===== src/rtl/wmhp_pkg.sv =====
// Shared constants for the wireless module host port
package wmhp_pkg;
    // -------------------------------------------------------------------
    // Clock and timing
    // -------------------------------------------------------------------
    localparam int unsigned CLK_HZ            = 100_000_000;
    localparam int unsigned SETTLE_US         = 1000;   // Settle after power-off release
    localparam int unsigned RESET_REL_MS      = 300;    // Reset release allowance
    localparam int unsigned SETTLE_CYC        = CLK_HZ / 1_000_000 * SETTLE_US;
    localparam int unsigned RESET_REL_CYC     = CLK_HZ / 1000 * RESET_REL_MS;
    localparam int unsigned SCK_MAX_HZ        = 25_000_000;
    localparam int unsigned SCK_HALF_MIN      = (CLK_HZ + 2 * SCK_MAX_HZ - 1) / (2 * SCK_MAX_HZ);
    localparam int unsigned SYNC_LAT_CYC      = 4;      // Pin change to decision inside one end
    // Half period must cover a synchroniser round trip, so the clock runs below its ceiling
    localparam int unsigned SCK_HALF_CYC      = (2 * SYNC_LAT_CYC + 1 > SCK_HALF_MIN)
                                              ? 2 * SYNC_LAT_CYC + 1 : SCK_HALF_MIN;
    localparam int unsigned BAUD              = 19200;
    localparam int unsigned BAUD_CYC          = CLK_HZ / BAUD;
    localparam int unsigned DATA_BITS         = 8;
    localparam int unsigned FIFO_DEPTH        = 4;
    localparam int unsigned CNT_W             = 32;
    localparam logic [7:0]  BYTE_IDLE         = 8'h00;  // Byte shifted out when queue empty
    localparam logic [2:0]  BIT_TOP           = 3'h7;
endpackage


===== src/rtl/wmhp_if.sv =====
// Pin bundle between the host controller and the wireless module
`timescale 1ns/100ps
interface wmhp_if;
    logic cs_n;
    logic sck;
    logic sdi;
    logic sdo;
    logic sdo_oe_n;
    logic irq_n_oe_n;                 // Open drain: low enable pulls the line low
    logic irq_n;
    logic power_off_req;
    logic module_reset_n;
    logic scan_enable;
    logic boundary_scan_reset;
    logic diag_uart_tx;
    logic diag_uart_rx;

    // Pull-up on the interrupt line
    assign irq_n = irq_n_oe_n;

    modport device (
        input  cs_n, sck, sdi, power_off_req, module_reset_n,
        input  scan_enable, boundary_scan_reset, diag_uart_rx,
        output sdo, sdo_oe_n, irq_n_oe_n, diag_uart_tx
    );
    modport host (
        output cs_n, sck, sdi, power_off_req, module_reset_n,
        output scan_enable, boundary_scan_reset, diag_uart_rx,
        input  sdo, sdo_oe_n, irq_n, diag_uart_tx
    );
endinterface


===== src/rtl/wmhp_fifo.sv =====
// Small valid/ready FIFO for byte streams
`timescale 1ns/100ps
module wmhp_fifo #(
    parameter int unsigned WIDTH = 8,
    parameter int unsigned DEPTH = 4
) (
    // Clock and reset
    input  wire logic             clk_sys_i,
    input  wire logic             resetn_i,
    // Fill side
    input  wire logic             in_valid_i,
    output logic                  in_ready_o,
    input  wire logic [WIDTH-1:0] in_data_i,
    // Drain side
    output logic                  out_valid_o,
    input  wire logic             out_ready_i,
    output logic      [WIDTH-1:0] out_data_o
);
    localparam int unsigned AW = $clog2(DEPTH);

    typedef struct packed {
        logic [AW-1:0] wptr;
        logic [AW-1:0] rptr;
        logic [AW:0]   count;
    } wmhp_fifo_s;

    logic [WIDTH-1:0] mem_r [DEPTH];
    wmhp_fifo_s       st_r;
    wmhp_fifo_s       st_nxt;
    logic             push;
    logic             pop;

    assign in_ready_o  = (st_r.count != (AW+1)'(DEPTH));
    assign out_valid_o = (st_r.count != '0);
    assign out_data_o  = mem_r[st_r.rptr];
    assign push        = in_valid_i & in_ready_o;
    assign pop         = out_valid_o & out_ready_i;

    // Pointer and occupancy update
    always_comb
    begin
        st_nxt = st_r;
        if (push)
        begin
            st_nxt.wptr = (st_r.wptr == AW'(DEPTH - 1)) ? '0 : st_r.wptr + 1'b1;
        end
        if (pop)
        begin
            st_nxt.rptr = (st_r.rptr == AW'(DEPTH - 1)) ? '0 : st_r.rptr + 1'b1;
        end
        st_nxt.count = st_r.count + (AW+1)'(push) - (AW+1)'(pop);
    end

    always_ff @(posedge clk_sys_i or negedge resetn_i)
    begin
        if (!resetn_i)
        begin
            st_r <= '0;
        end
        else
        begin
            st_r <= st_nxt;
        end
    end

    // Storage has no reset; contents are only read once written
    always_ff @(posedge clk_sys_i)
    begin
        if (push)
        begin
            mem_r[st_r.wptr] <= in_data_i;
        end
    end
endmodule


===== src/rtl/wmhp_device.sv =====
// Wireless module end: SPI slave, data-available interrupt, power states, diag UART
`timescale 1ns/100ps
module wmhp_device (
    // Clock and reset
    input  wire logic       clk_sys_i,
    input  wire logic       resetn_i,
    input  wire logic       supply_good_i,     // Supply within range
    // Host pins
    wmhp_if.device          pins,
    // Radio side
    input  wire logic       rx_valid_i,        // Received byte for the host
    input  wire logic [7:0] rx_data_i,
    output logic            rx_ready_o,        // Back-pressure to the radio
    output logic            tx_valid_o,        // Byte written by the host
    output logic [7:0]      tx_data_o,
    input  wire logic       power_save_en_i,   // Sleep power save enabled
    input  wire logic       beacon_tick_i,     // Beacon interval pulse
    input  wire logic       traffic_queued_i,  // Beacon lists traffic
    input  wire logic       radio_busy_i,      // Activity pending
    input  wire logic       tx_active_i,       // Radio is transmitting
    input  wire logic [7:0] diag_data_i,
    input  wire logic       diag_valid_i,
    // Status
    output logic            regulators_on_o,
    output logic            core_reset_o,
    output logic [2:0]      power_state_o,
    output logic            scan_mode_o,
    output logic            diag_busy_o
);
    typedef enum logic [2:0] {
        PS_OFF     = 3'b000,
        PS_SLEEP   = 3'b001,
        PS_SAVE    = 3'b010,
        PS_CHECK   = 3'b011,
        PS_FETCH   = 3'b100,
        PS_RX_ON   = 3'b101,
        PS_TX_ON   = 3'b110,
        PS_STANDBY = 3'b111
    } wmhp_ps_e;

    typedef struct packed {
        logic [2:0]  cs_s;  logic [2:0] sck_s; logic [2:0] sdi_s; logic [2:0] off_s;
        logic [2:0]  rst_s;
        logic        cs_q;  logic       sck_q;
        logic [7:0]  shin;  logic [7:0] shout; logic [2:0] bitn;
        logic        sdo;   logic       sdo_oe_n;
        logic        tx_v;  logic [7:0] tx_d;
        logic        irq_oe_n;
        wmhp_ps_e    ps;
        logic        reg_on; logic      core_rst;
        logic        scan;
        logic [15:0] bcnt; logic [3:0]  ubit; logic [9:0] ush; logic utx; logic ubusy;
    } wmhp_dev_s;

    wmhp_dev_s  st_r;
    wmhp_dev_s  st_nxt;
    logic       q_valid;
    logic [7:0] q_data;
    logic       q_pop;

    // Bytes from the radio queue for the host
    wmhp_fifo #(.WIDTH(8), .DEPTH(wmhp_pkg::FIFO_DEPTH)) u_fifo (
        .clk_sys_i   (clk_sys_i),
        .resetn_i    (resetn_i),
        .in_valid_i  (rx_valid_i),
        .in_ready_o  (rx_ready_o),
        .in_data_i   (rx_data_i),
        .out_valid_o (q_valid),
        .out_ready_i (q_pop),
        .out_data_o  (q_data)
    );

    // Agreed-sample helpers
    function automatic logic agreed(input logic [2:0] s);
        agreed = s[2];
    endfunction

    // -------------------------------------------------------------------
    // Next-state logic
    // -------------------------------------------------------------------
    always_comb
    begin
        logic cs_n;
        logic sck;
        logic sck_rise;
        logic sck_fall;
        logic sel;
        cs_n     = 1'b1;
        sck      = 1'b0;
        sck_rise = 1'b0;
        sck_fall = 1'b0;
        sel      = 1'b0;
        st_nxt   = st_r;
        q_pop    = 1'b0;
        st_nxt.tx_v = 1'b0;
        // Three-stage sampling; chip select and clock accepted when stages two and three agree
        st_nxt.cs_s  = {st_r.cs_s[1:0],  pins.cs_n};
        st_nxt.sck_s = {st_r.sck_s[1:0], pins.sck};
        st_nxt.sdi_s = {st_r.sdi_s[1:0], pins.sdi};
        st_nxt.off_s = {st_r.off_s[1:0], pins.power_off_req};
        st_nxt.rst_s = {st_r.rst_s[1:0], pins.module_reset_n};
        if (st_r.cs_s[2] == st_r.cs_s[1])
        begin
            st_nxt.cs_q = agreed(st_r.cs_s);
        end
        if (st_r.sck_s[2] == st_r.sck_s[1])
        begin
            st_nxt.sck_q = agreed(st_r.sck_s);
        end
        cs_n     = st_nxt.cs_q;
        sck      = st_nxt.sck_q;
        sel      = !cs_n;
        sck_rise = sel && !st_r.cs_q && sck && !st_r.sck_q;
        sck_fall = sel && !st_r.cs_q && !sck && st_r.sck_q;

        // Serial port framing
        if (st_r.cs_q && !cs_n)
        begin
            st_nxt.bitn     = '0;
            st_nxt.shout    = q_valid ? q_data : wmhp_pkg::BYTE_IDLE;
            st_nxt.sdo      = q_valid ? q_data[7] : 1'b0;
            st_nxt.sdo_oe_n = 1'b0;
        end
        else if (!sel)
        begin
            st_nxt.sdo_oe_n = 1'b1;
        end
        if (sck_rise)
        begin
            st_nxt.shin = {st_r.shin[6:0], agreed(st_r.sdi_s)};
            st_nxt.bitn = st_r.bitn + 3'h1;
            if (st_r.bitn == wmhp_pkg::BIT_TOP)
            begin
                st_nxt.tx_v = 1'b1;
                st_nxt.tx_d = {st_r.shin[6:0], agreed(st_r.sdi_s)};
                q_pop       = q_valid;
            end
        end
        // Mode 0 and 3 both shift out on the falling edge
        if (sck_fall)
        begin
            if (st_r.bitn == 3'h0)
            begin
                st_nxt.shout = q_valid ? q_data : wmhp_pkg::BYTE_IDLE;
            end
            else
            begin
                st_nxt.shout = {st_r.shout[6:0], 1'b0};
            end
            st_nxt.sdo = (st_r.bitn == 3'h0) ? (q_valid ? q_data[7] : 1'b0)
                                             : st_r.shout[6];
        end
        st_nxt.irq_oe_n = !(q_valid && !q_pop);

        // Power states
        st_nxt.scan = pins.scan_enable && pins.boundary_scan_reset;
        if (agreed(st_r.off_s) || !supply_good_i)
        begin
            st_nxt.ps       = PS_OFF;
            st_nxt.reg_on   = !agreed(st_r.off_s) ? 1'b1 : 1'b0;
            st_nxt.core_rst = 1'b1;
        end
        else
        begin
            st_nxt.reg_on   = 1'b1;
            st_nxt.core_rst = !agreed(st_r.rst_s);
            case (st_r.ps)
                PS_OFF:     st_nxt.ps = st_r.core_rst ? PS_OFF : PS_STANDBY;
                PS_STANDBY: st_nxt.ps = radio_busy_i ? (tx_active_i ? PS_TX_ON : PS_RX_ON)
                                                     : PS_SLEEP;
                PS_RX_ON,
                PS_TX_ON:   st_nxt.ps = radio_busy_i ? (tx_active_i ? PS_TX_ON : PS_RX_ON)
                                                     : PS_STANDBY;
                PS_SLEEP:   st_nxt.ps = radio_busy_i ? PS_STANDBY
                                      : (power_save_en_i ? PS_SAVE : PS_SLEEP);
                PS_SAVE:    st_nxt.ps = beacon_tick_i ? PS_CHECK : PS_SAVE;
                PS_CHECK:   st_nxt.ps = traffic_queued_i ? PS_FETCH : PS_SAVE;
                PS_FETCH:   st_nxt.ps = rx_valid_i ? PS_SLEEP : PS_FETCH;
                default:    st_nxt.ps = PS_OFF;
            endcase
            if (st_r.core_rst)
            begin
                st_nxt.ps = PS_OFF;
            end
        end

        // Diag UART transmitter, 8N1 with no flow control
        if (!st_r.ubusy)
        begin
            if (diag_valid_i)
            begin
                st_nxt.ush   = {1'b1, diag_data_i, 1'b0};
                st_nxt.ubit  = 4'h0;
                st_nxt.bcnt  = 16'((wmhp_pkg::BAUD_CYC) - 1);
                st_nxt.ubusy = 1'b1;
                st_nxt.utx   = 1'b0;
            end
        end
        else if (st_r.bcnt != 16'h0)
        begin
            st_nxt.bcnt = st_r.bcnt - 16'h1;
        end
        else if (st_r.ubit == 4'h9)
        begin
            st_nxt.ubusy = 1'b0;
            st_nxt.utx   = 1'b1;
        end
        else
        begin
            st_nxt.ubit = st_r.ubit + 4'h1;
            st_nxt.ush  = {1'b1, st_r.ush[9:1]};
            st_nxt.utx  = st_r.ush[1];
            st_nxt.bcnt = 16'((wmhp_pkg::BAUD_CYC) - 1);
        end
    end

    // -------------------------------------------------------------------
    // State register
    // -------------------------------------------------------------------
    always_ff @(posedge clk_sys_i or negedge resetn_i)
    begin
        if (!resetn_i)
        begin
            st_r          <= '0;
            st_r.cs_s     <= 3'h7;
            st_r.off_s    <= 3'h7;
            st_r.cs_q     <= 1'b1;
            st_r.sdo_oe_n <= 1'b1;
            st_r.irq_oe_n <= 1'b1;
            st_r.core_rst <= 1'b1;
            st_r.utx      <= 1'b1;
            st_r.ush      <= 10'h3ff;
        end
        else
        begin
            st_r <= st_nxt;
        end
    end

    // Outputs straight from state
    assign pins.sdo          = st_r.sdo;
    assign pins.sdo_oe_n     = st_r.sdo_oe_n;
    assign pins.irq_n_oe_n   = st_r.irq_oe_n;
    assign pins.diag_uart_tx = st_r.utx;
    assign tx_valid_o        = st_r.tx_v;
    assign tx_data_o         = st_r.tx_d;
    assign regulators_on_o   = st_r.reg_on;
    assign core_reset_o      = st_r.core_rst;
    assign power_state_o     = st_r.ps;
    assign scan_mode_o       = st_r.scan;
    assign diag_busy_o       = st_r.ubusy;
endmodule


===== src/flat_wrapper.sv =====
// flat-port wrapper written by rule: the top's interface ports become plain ports
module wmhp_device_flat 
  (clk_sys_i, resetn_i, supply_good_i, rx_valid_i, rx_data_i, rx_ready_o, tx_valid_o, tx_data_o, power_save_en_i, beacon_tick_i, traffic_queued_i, radio_busy_i, tx_active_i, diag_data_i, diag_valid_i, regulators_on_o, core_reset_o, power_state_o, scan_mode_o, diag_busy_o, pins_cs_n, pins_sck, pins_sdi, pins_power_off_req, pins_module_reset_n, pins_scan_enable, pins_boundary_scan_reset, pins_diag_uart_rx, pins_sdo, pins_sdo_oe_n, pins_irq_n_oe_n, pins_diag_uart_tx);
  wmhp_if pins_i ();
  input  wire logic clk_sys_i;
  input  wire logic resetn_i;
  input  wire logic supply_good_i;
  input  wire logic rx_valid_i;
  input  wire logic [7:0] rx_data_i;
  output logic rx_ready_o;
  output logic tx_valid_o;
  output logic [7:0] tx_data_o;
  input  wire logic power_save_en_i;
  input  wire logic beacon_tick_i;
  input  wire logic traffic_queued_i;
  input  wire logic radio_busy_i;
  input  wire logic tx_active_i;
  input  wire logic [7:0] diag_data_i;
  input  wire logic diag_valid_i;
  output logic regulators_on_o;
  output logic core_reset_o;
  output logic [2:0] power_state_o;
  output logic scan_mode_o;
  output logic diag_busy_o;
  input wire logic [$bits(pins_i.cs_n)-1:0] pins_cs_n;
  input wire logic [$bits(pins_i.sck)-1:0] pins_sck;
  input wire logic [$bits(pins_i.sdi)-1:0] pins_sdi;
  input wire logic [$bits(pins_i.power_off_req)-1:0] pins_power_off_req;
  input wire logic [$bits(pins_i.module_reset_n)-1:0] pins_module_reset_n;
  input wire logic [$bits(pins_i.scan_enable)-1:0] pins_scan_enable;
  input wire logic [$bits(pins_i.boundary_scan_reset)-1:0] pins_boundary_scan_reset;
  input wire logic [$bits(pins_i.diag_uart_rx)-1:0] pins_diag_uart_rx;
  output wire logic [$bits(pins_i.sdo)-1:0] pins_sdo;
  output wire logic [$bits(pins_i.sdo_oe_n)-1:0] pins_sdo_oe_n;
  output wire logic [$bits(pins_i.irq_n_oe_n)-1:0] pins_irq_n_oe_n;
  output wire logic [$bits(pins_i.diag_uart_tx)-1:0] pins_diag_uart_tx;
  assign pins_i.cs_n = pins_cs_n;
  assign pins_i.sck = pins_sck;
  assign pins_i.sdi = pins_sdi;
  assign pins_i.power_off_req = pins_power_off_req;
  assign pins_i.module_reset_n = pins_module_reset_n;
  assign pins_i.scan_enable = pins_scan_enable;
  assign pins_i.boundary_scan_reset = pins_boundary_scan_reset;
  assign pins_i.diag_uart_rx = pins_diag_uart_rx;
  assign pins_sdo = pins_i.sdo;
  assign pins_sdo_oe_n = pins_i.sdo_oe_n;
  assign pins_irq_n_oe_n = pins_i.irq_n_oe_n;
  assign pins_diag_uart_tx = pins_i.diag_uart_tx;
  wmhp_device u_core (.clk_sys_i(clk_sys_i), .resetn_i(resetn_i), .supply_good_i(supply_good_i), .pins(pins_i), .rx_valid_i(rx_valid_i), .rx_data_i(rx_data_i), .rx_ready_o(rx_ready_o), .tx_valid_o(tx_valid_o), .tx_data_o(tx_data_o), .power_save_en_i(power_save_en_i), .beacon_tick_i(beacon_tick_i), .traffic_queued_i(traffic_queued_i), .radio_busy_i(radio_busy_i), .tx_active_i(tx_active_i), .diag_data_i(diag_data_i), .diag_valid_i(diag_valid_i), .regulators_on_o(regulators_on_o), .core_reset_o(core_reset_o), .power_state_o(power_state_o), .scan_mode_o(scan_mode_o), .diag_busy_o(diag_busy_o));
endmodule

===== config.mk =====
export PLATFORM = sky130hd
export DESIGN_NAME = wmhp_device_flat
export DESIGN_NICKNAME = d
export VERILOG_FILES = /design/src/rtl/wmhp_pkg.sv /design/src/rtl/wmhp_if.sv /design/src/rtl/wmhp_fifo.sv /design/src/rtl/wmhp_device.sv /design/src/flat_wrapper.sv
export SDC_FILE = /design/constraint.sdc
export NUM_CORES = 1
export LEC_CHECK = 0
export BUFFER_PORTS_ARGS = -buffer_cell sky130_fd_sc_hd__buf_2
export CAP_MARGIN = 0
export CELL_PAD_IN_SITES_DETAIL_PLACEMENT = 0
export CELL_PAD_IN_SITES_GLOBAL_PLACEMENT = 2
export CORE_ASPECT_RATIO = 1.4
export CORE_MARGIN = 8
export CORE_UTILIZATION = 42
export CTS_BUF_LIST = sky130_fd_sc_hd__clkbuf_8
export DETAILED_ROUTE_END_ITERATION = 7
export GPL_TIMING_DRIVEN = 1
export PLACE_DENSITY = 0.82
export SKIP_CTS_REPAIR_TIMING = 1
export SYNTH_ARGS = -nofsm -noshare
export SYNTH_HDL_FRONTEND = slang
export SYNTH_SLANG_ARGS = --single-unit

===== constraint.sdc =====
create_clock -name clk_sys_i -period 2.4 [get_ports clk_sys_i]
set_input_delay 0.48 -clock clk_sys_i [delete_from_list [all_inputs] [get_ports clk_sys_i]]
set_output_delay 0.48 -clock clk_sys_i [all_outputs]
set_load 0.005 [all_outputs]

==> results by group <==
STA
  • RSZ-0062 raised after global routing: no
  • TNS Setup: 0 ns
  • Period utilization: 0.940
  • Setup violators final: 0
  • Final setup skew: 0.0119 ns
  • Slew at the pin with the worst max-slew slack: 0.677 ns
  • Hold Vio Cnt, Final: 0
  • Max Slew Vio Count: 0
  • Fmax: 443 MHz
  • Worst slew margin: 0.548
  • Period minus WS final: 2.26 ns

Clocking
  • H-tree Lvls: 4
  • Worst-Skew Late Latency: 0.42 ns
  • CTS Buf Count: 17
  • CTS tree: done
  • Num Clock Sinks: 122
  • Root Buffer Master: clkbuf_8
  • Clk buf depth: 2
  • Reg clk slew, reported paths: 0.07 ns

Floorplan
  • Initial core utilization: 0.430
  • Die height: 149 µm
  • DIE WIDTH: 111 µm
  • Rows: 48
  • Die area: 16600 µm²
  • Core area: 12400 µm²
  • I/O Pins: 55

Detailed routing
  • Vias: 3430
  • Vias/cell: 5.24
  • Initial detailed-routing violation count: 181
  • Routed Antenna Nets: 0
  • Drt first pass iters: 4
  • Routed len/inst: 15.7 µm
  • DRC viols: 0
  • DRT Wirelength: 10300 µm

Global route
  • Antenna violations before repair: 0
  • Vias in the first global route: 3713
  • Global route overflow: 0
  • GRT Total Usage: 0.133
  • Largest net degree at the start of global routing: 43
  • Global-route wire length before repair: 17900 µm

Setup path
  • Critical path peak fanout: 4
  • Worst flop-to-flop path startpoint: u_core.st_r[50]
  • Critical path launch point type: flop
  • RR Endpoint: u_core.u_fifo.st_r[2]
  • Req. time, crit path: 2.69 ns
  • Arrival @ worst endpoint: 2.55 ns
  • FF-to-FF setup slack: 0.14 ns
  • Register-to-Register Path Depth: 11
  • Setup CP Type: flop to flop
  • CP Capture Type: flop

Pwr
  • LEAKAGE: 2.75 nW
  • Clock power frac: 0.338
  • Pwr dens: 924 nW/µm²
  • Worst IR Drop VDD: 0.377 mV
  • Internal: 4.17 mW
  • Comb power frac: 0.167
  • Switching share of power: 0.270
  • Sw power: 1.54 mW
  • Register share of total power: 0.496

Synth
  • Cells after Synth: 433
  • Post-synth EDFFs: 32
  • Synth Area in Simple Gates: 0.126
  • Ys async rst share: 0.738
  • Synthesized Nets: 482
  • Seq/Total Area, Yosys: 0.608
  • Distinct cells, synth: 56
  • Number of synthesized register bits: 122
  • Main combinational cell family by area after synthesis: simple AND/OR/NAND/NOR gates
  • Leading register cell type out of synthesis: dfrtp_1
  • Syn Area/Cell: 12.3 µm²
  • Netlist Area Pre-Place: 5320 µm²
  • Post-synthesis compound-gate area fraction: 0.0926
  • XOR/XNOR Fraction of Synth Area: 0.00494
  • Yosys warns: 0
  • Mux cell area share after synthesis: 0.0780
  • Cell taking the most area after synthesis: dfrtp_1
  • Top cell type's share of synthesized area: 0.329
  • Post-Synth Adder-Cell Area: 0.0404
  • Synth area leaders: dfrtp_1 (33%), edfxtp_1 (18%), dfstp_2 (9.9%)

Run status
  • Run status: complete, no violations

Cells and area
  • N_diodes: 0
  • P&R area growth vs syn: 16.2%
  • Layout cells sized above 1: 0.305
  • Post-route insts no fill: 655
  • Filler Cell Count: 1097
  • Final nets: 541
  • FF/Latch Area: 3240 µm²
  • Area of the multi-input gates: 1830 µm²

Placement
  • Routability cong.: 0.767
  • Inst Count DP: 623
  • DP HPWL: 7240 µm
  • PortBufs: 53

Run
  • Max Cap Violations: 0

Hold path
  • Worst min path class: input pin to async pin
==> sequential cells by signal, summed over array words and instances, names as in the netlist <==
register                  cells
u_core.core_reset_o           1
u_core.diag_busy_o            1
u_core.pins.diag_uart_tx      1
u_core.pins.irq_n_oe_n        1
u_core.pins.sdo               1
u_core.pins.sdo_oe_n          1
u_core.power_state_o          3
u_core.regulators_on_o        1
u_core.scan_mode_o            1
u_core.st_nxt                10
u_core.st_r                  53
u_core.tx_data_o              8
u_core.tx_valid_o             1
u_core.u_fifo.mem_r          32
u_core.u_fifo.st_r            7
==> final cells by class <==
cell class | count | area share
clock buffer | 19 | 0.0423
inverter | 29 | 0.0176
clock inverter | 13 | 0.0263
multi-input combinational | 255 | 0.296
tap | 150 | 0.0303
sequential | 122 | 0.523
timing repair buffer | 67 | 0.0643
==> placed cells by master (no fill, tap or decap), types with 6 or more instances in the layout <==
cell	netlist	final
a21oi_1	27	27
a22oi_1	10	10
buf_2	4	52
buf_4	11	13
clkbuf_8	0	19
dfrtp_1	70	70
dfstp_2	20	20
edfxtp_1	32	32
ha_1	14	14
inv_1	29	34
mux2_2	20	20
mux4_2	8	8
nand2_1	22	22
nand3_1	16	16
nor2_1	33	33
nor3_1	6	6
o21ai_0	19	19
or3_1	9	9
==> stage by stage <==
step           total power, mW  cell area (µm²)  hold WS, ns   util  setup WS, ns
3_5_place_dp              3.84             5750        0.337  0.465        0.0852
6_report                  5.71             6190       0.0706  0.500         0.145
5_1_grt                   6.06             6190       0.0972  0.500        0.0155
2_1_floorplan             3.45             5320        0.184      -         0.157
3_3_place_gp              3.77             5750        0.336  0.465         0.140
4_1_cts                   5.80             6180       0.0737  0.499        0.0673
==> cell families after synthesis <==
kind of cell | after synthesis
simple gates | 125
fa+ha+maj | 17
mux | 29
flops | 122
buf+inv | 56
compound gates | 81
xor+xnor | 3
==> metal layers <==
metal  part of all wire  vias to the layer above  wire [µm]  global-route usage
li1                   -                     1652          -                   -
met1               0.41                     1715       4180               0.146
met2               0.55                       54       5630               0.231
met3              0.035                        9        358              0.0419
met4              0.012                        0        123              0.0582
met5                  0                        -          0                   0
==> power groups by stage <==
stage	logic, mW	clock network [mW]	registers [mW]
3_5_place_dp	0.969	0	2.87
5_1_grt	1.09	2.08	2.89
2_1_floorplan	0.660	0	2.79
3_3_place_gp	0.926	0	2.84
4_1_cts	0.970	1.99	2.83
6_report	0.952	1.93	2.83
==> critical path, cell delays in order, from the launching register on <==
cell and delay [ns]:
dfrtp_1 0.39, ha_1 0.16, ha_1 0.14, inv_1 0.03, or2_2 0.32, nor2b_4 0.13
ha_1 0.23, inv_1 0.06, ha_1 0.12, inv_1 0.04, fa_1 0.37, xnor2_1 0.14
==> Yosys cell counts (all sizes together), types with 4 or more instances <==
cell type  instances
dfrtp             70
nor2              34
edfxtp            32
inv               29
a21oi             27
o21ai             23
nand2             22
dfstp             20
mux2              20
buf               16
nand3             16
ha                14
clkbuf            11
a22oi             10
or3               10
mux4               8
nor3               8
nor2b              5
and3               4
nand2b             4
==> worst max path at each step <==
stage | from | to | slack (ns) | depth (start not counted)
after global placement | u_core.st_r[50] | u_core.u_fifo.st_r[2] | 0.14 | 11
final | u_core.st_r[50] | u_core.u_fifo.st_r[2] | 0.14 | 11
after CTS | u_core.st_r[50] | u_core.u_fifo.st_r[2] | 0.07 | 11
after floorplan | u_core.st_r[70] | u_core.u_fifo.st_r[2] | 0.16 | 10
after global routing | u_core.st_r[50] | u_core.u_fifo.st_r[2] | 0.02 | 11
after detailed placement | u_core.st_r[50] | u_core.u_fifo.st_r[2] | 0.09 | 11
(Power assumes the default switching activity.)
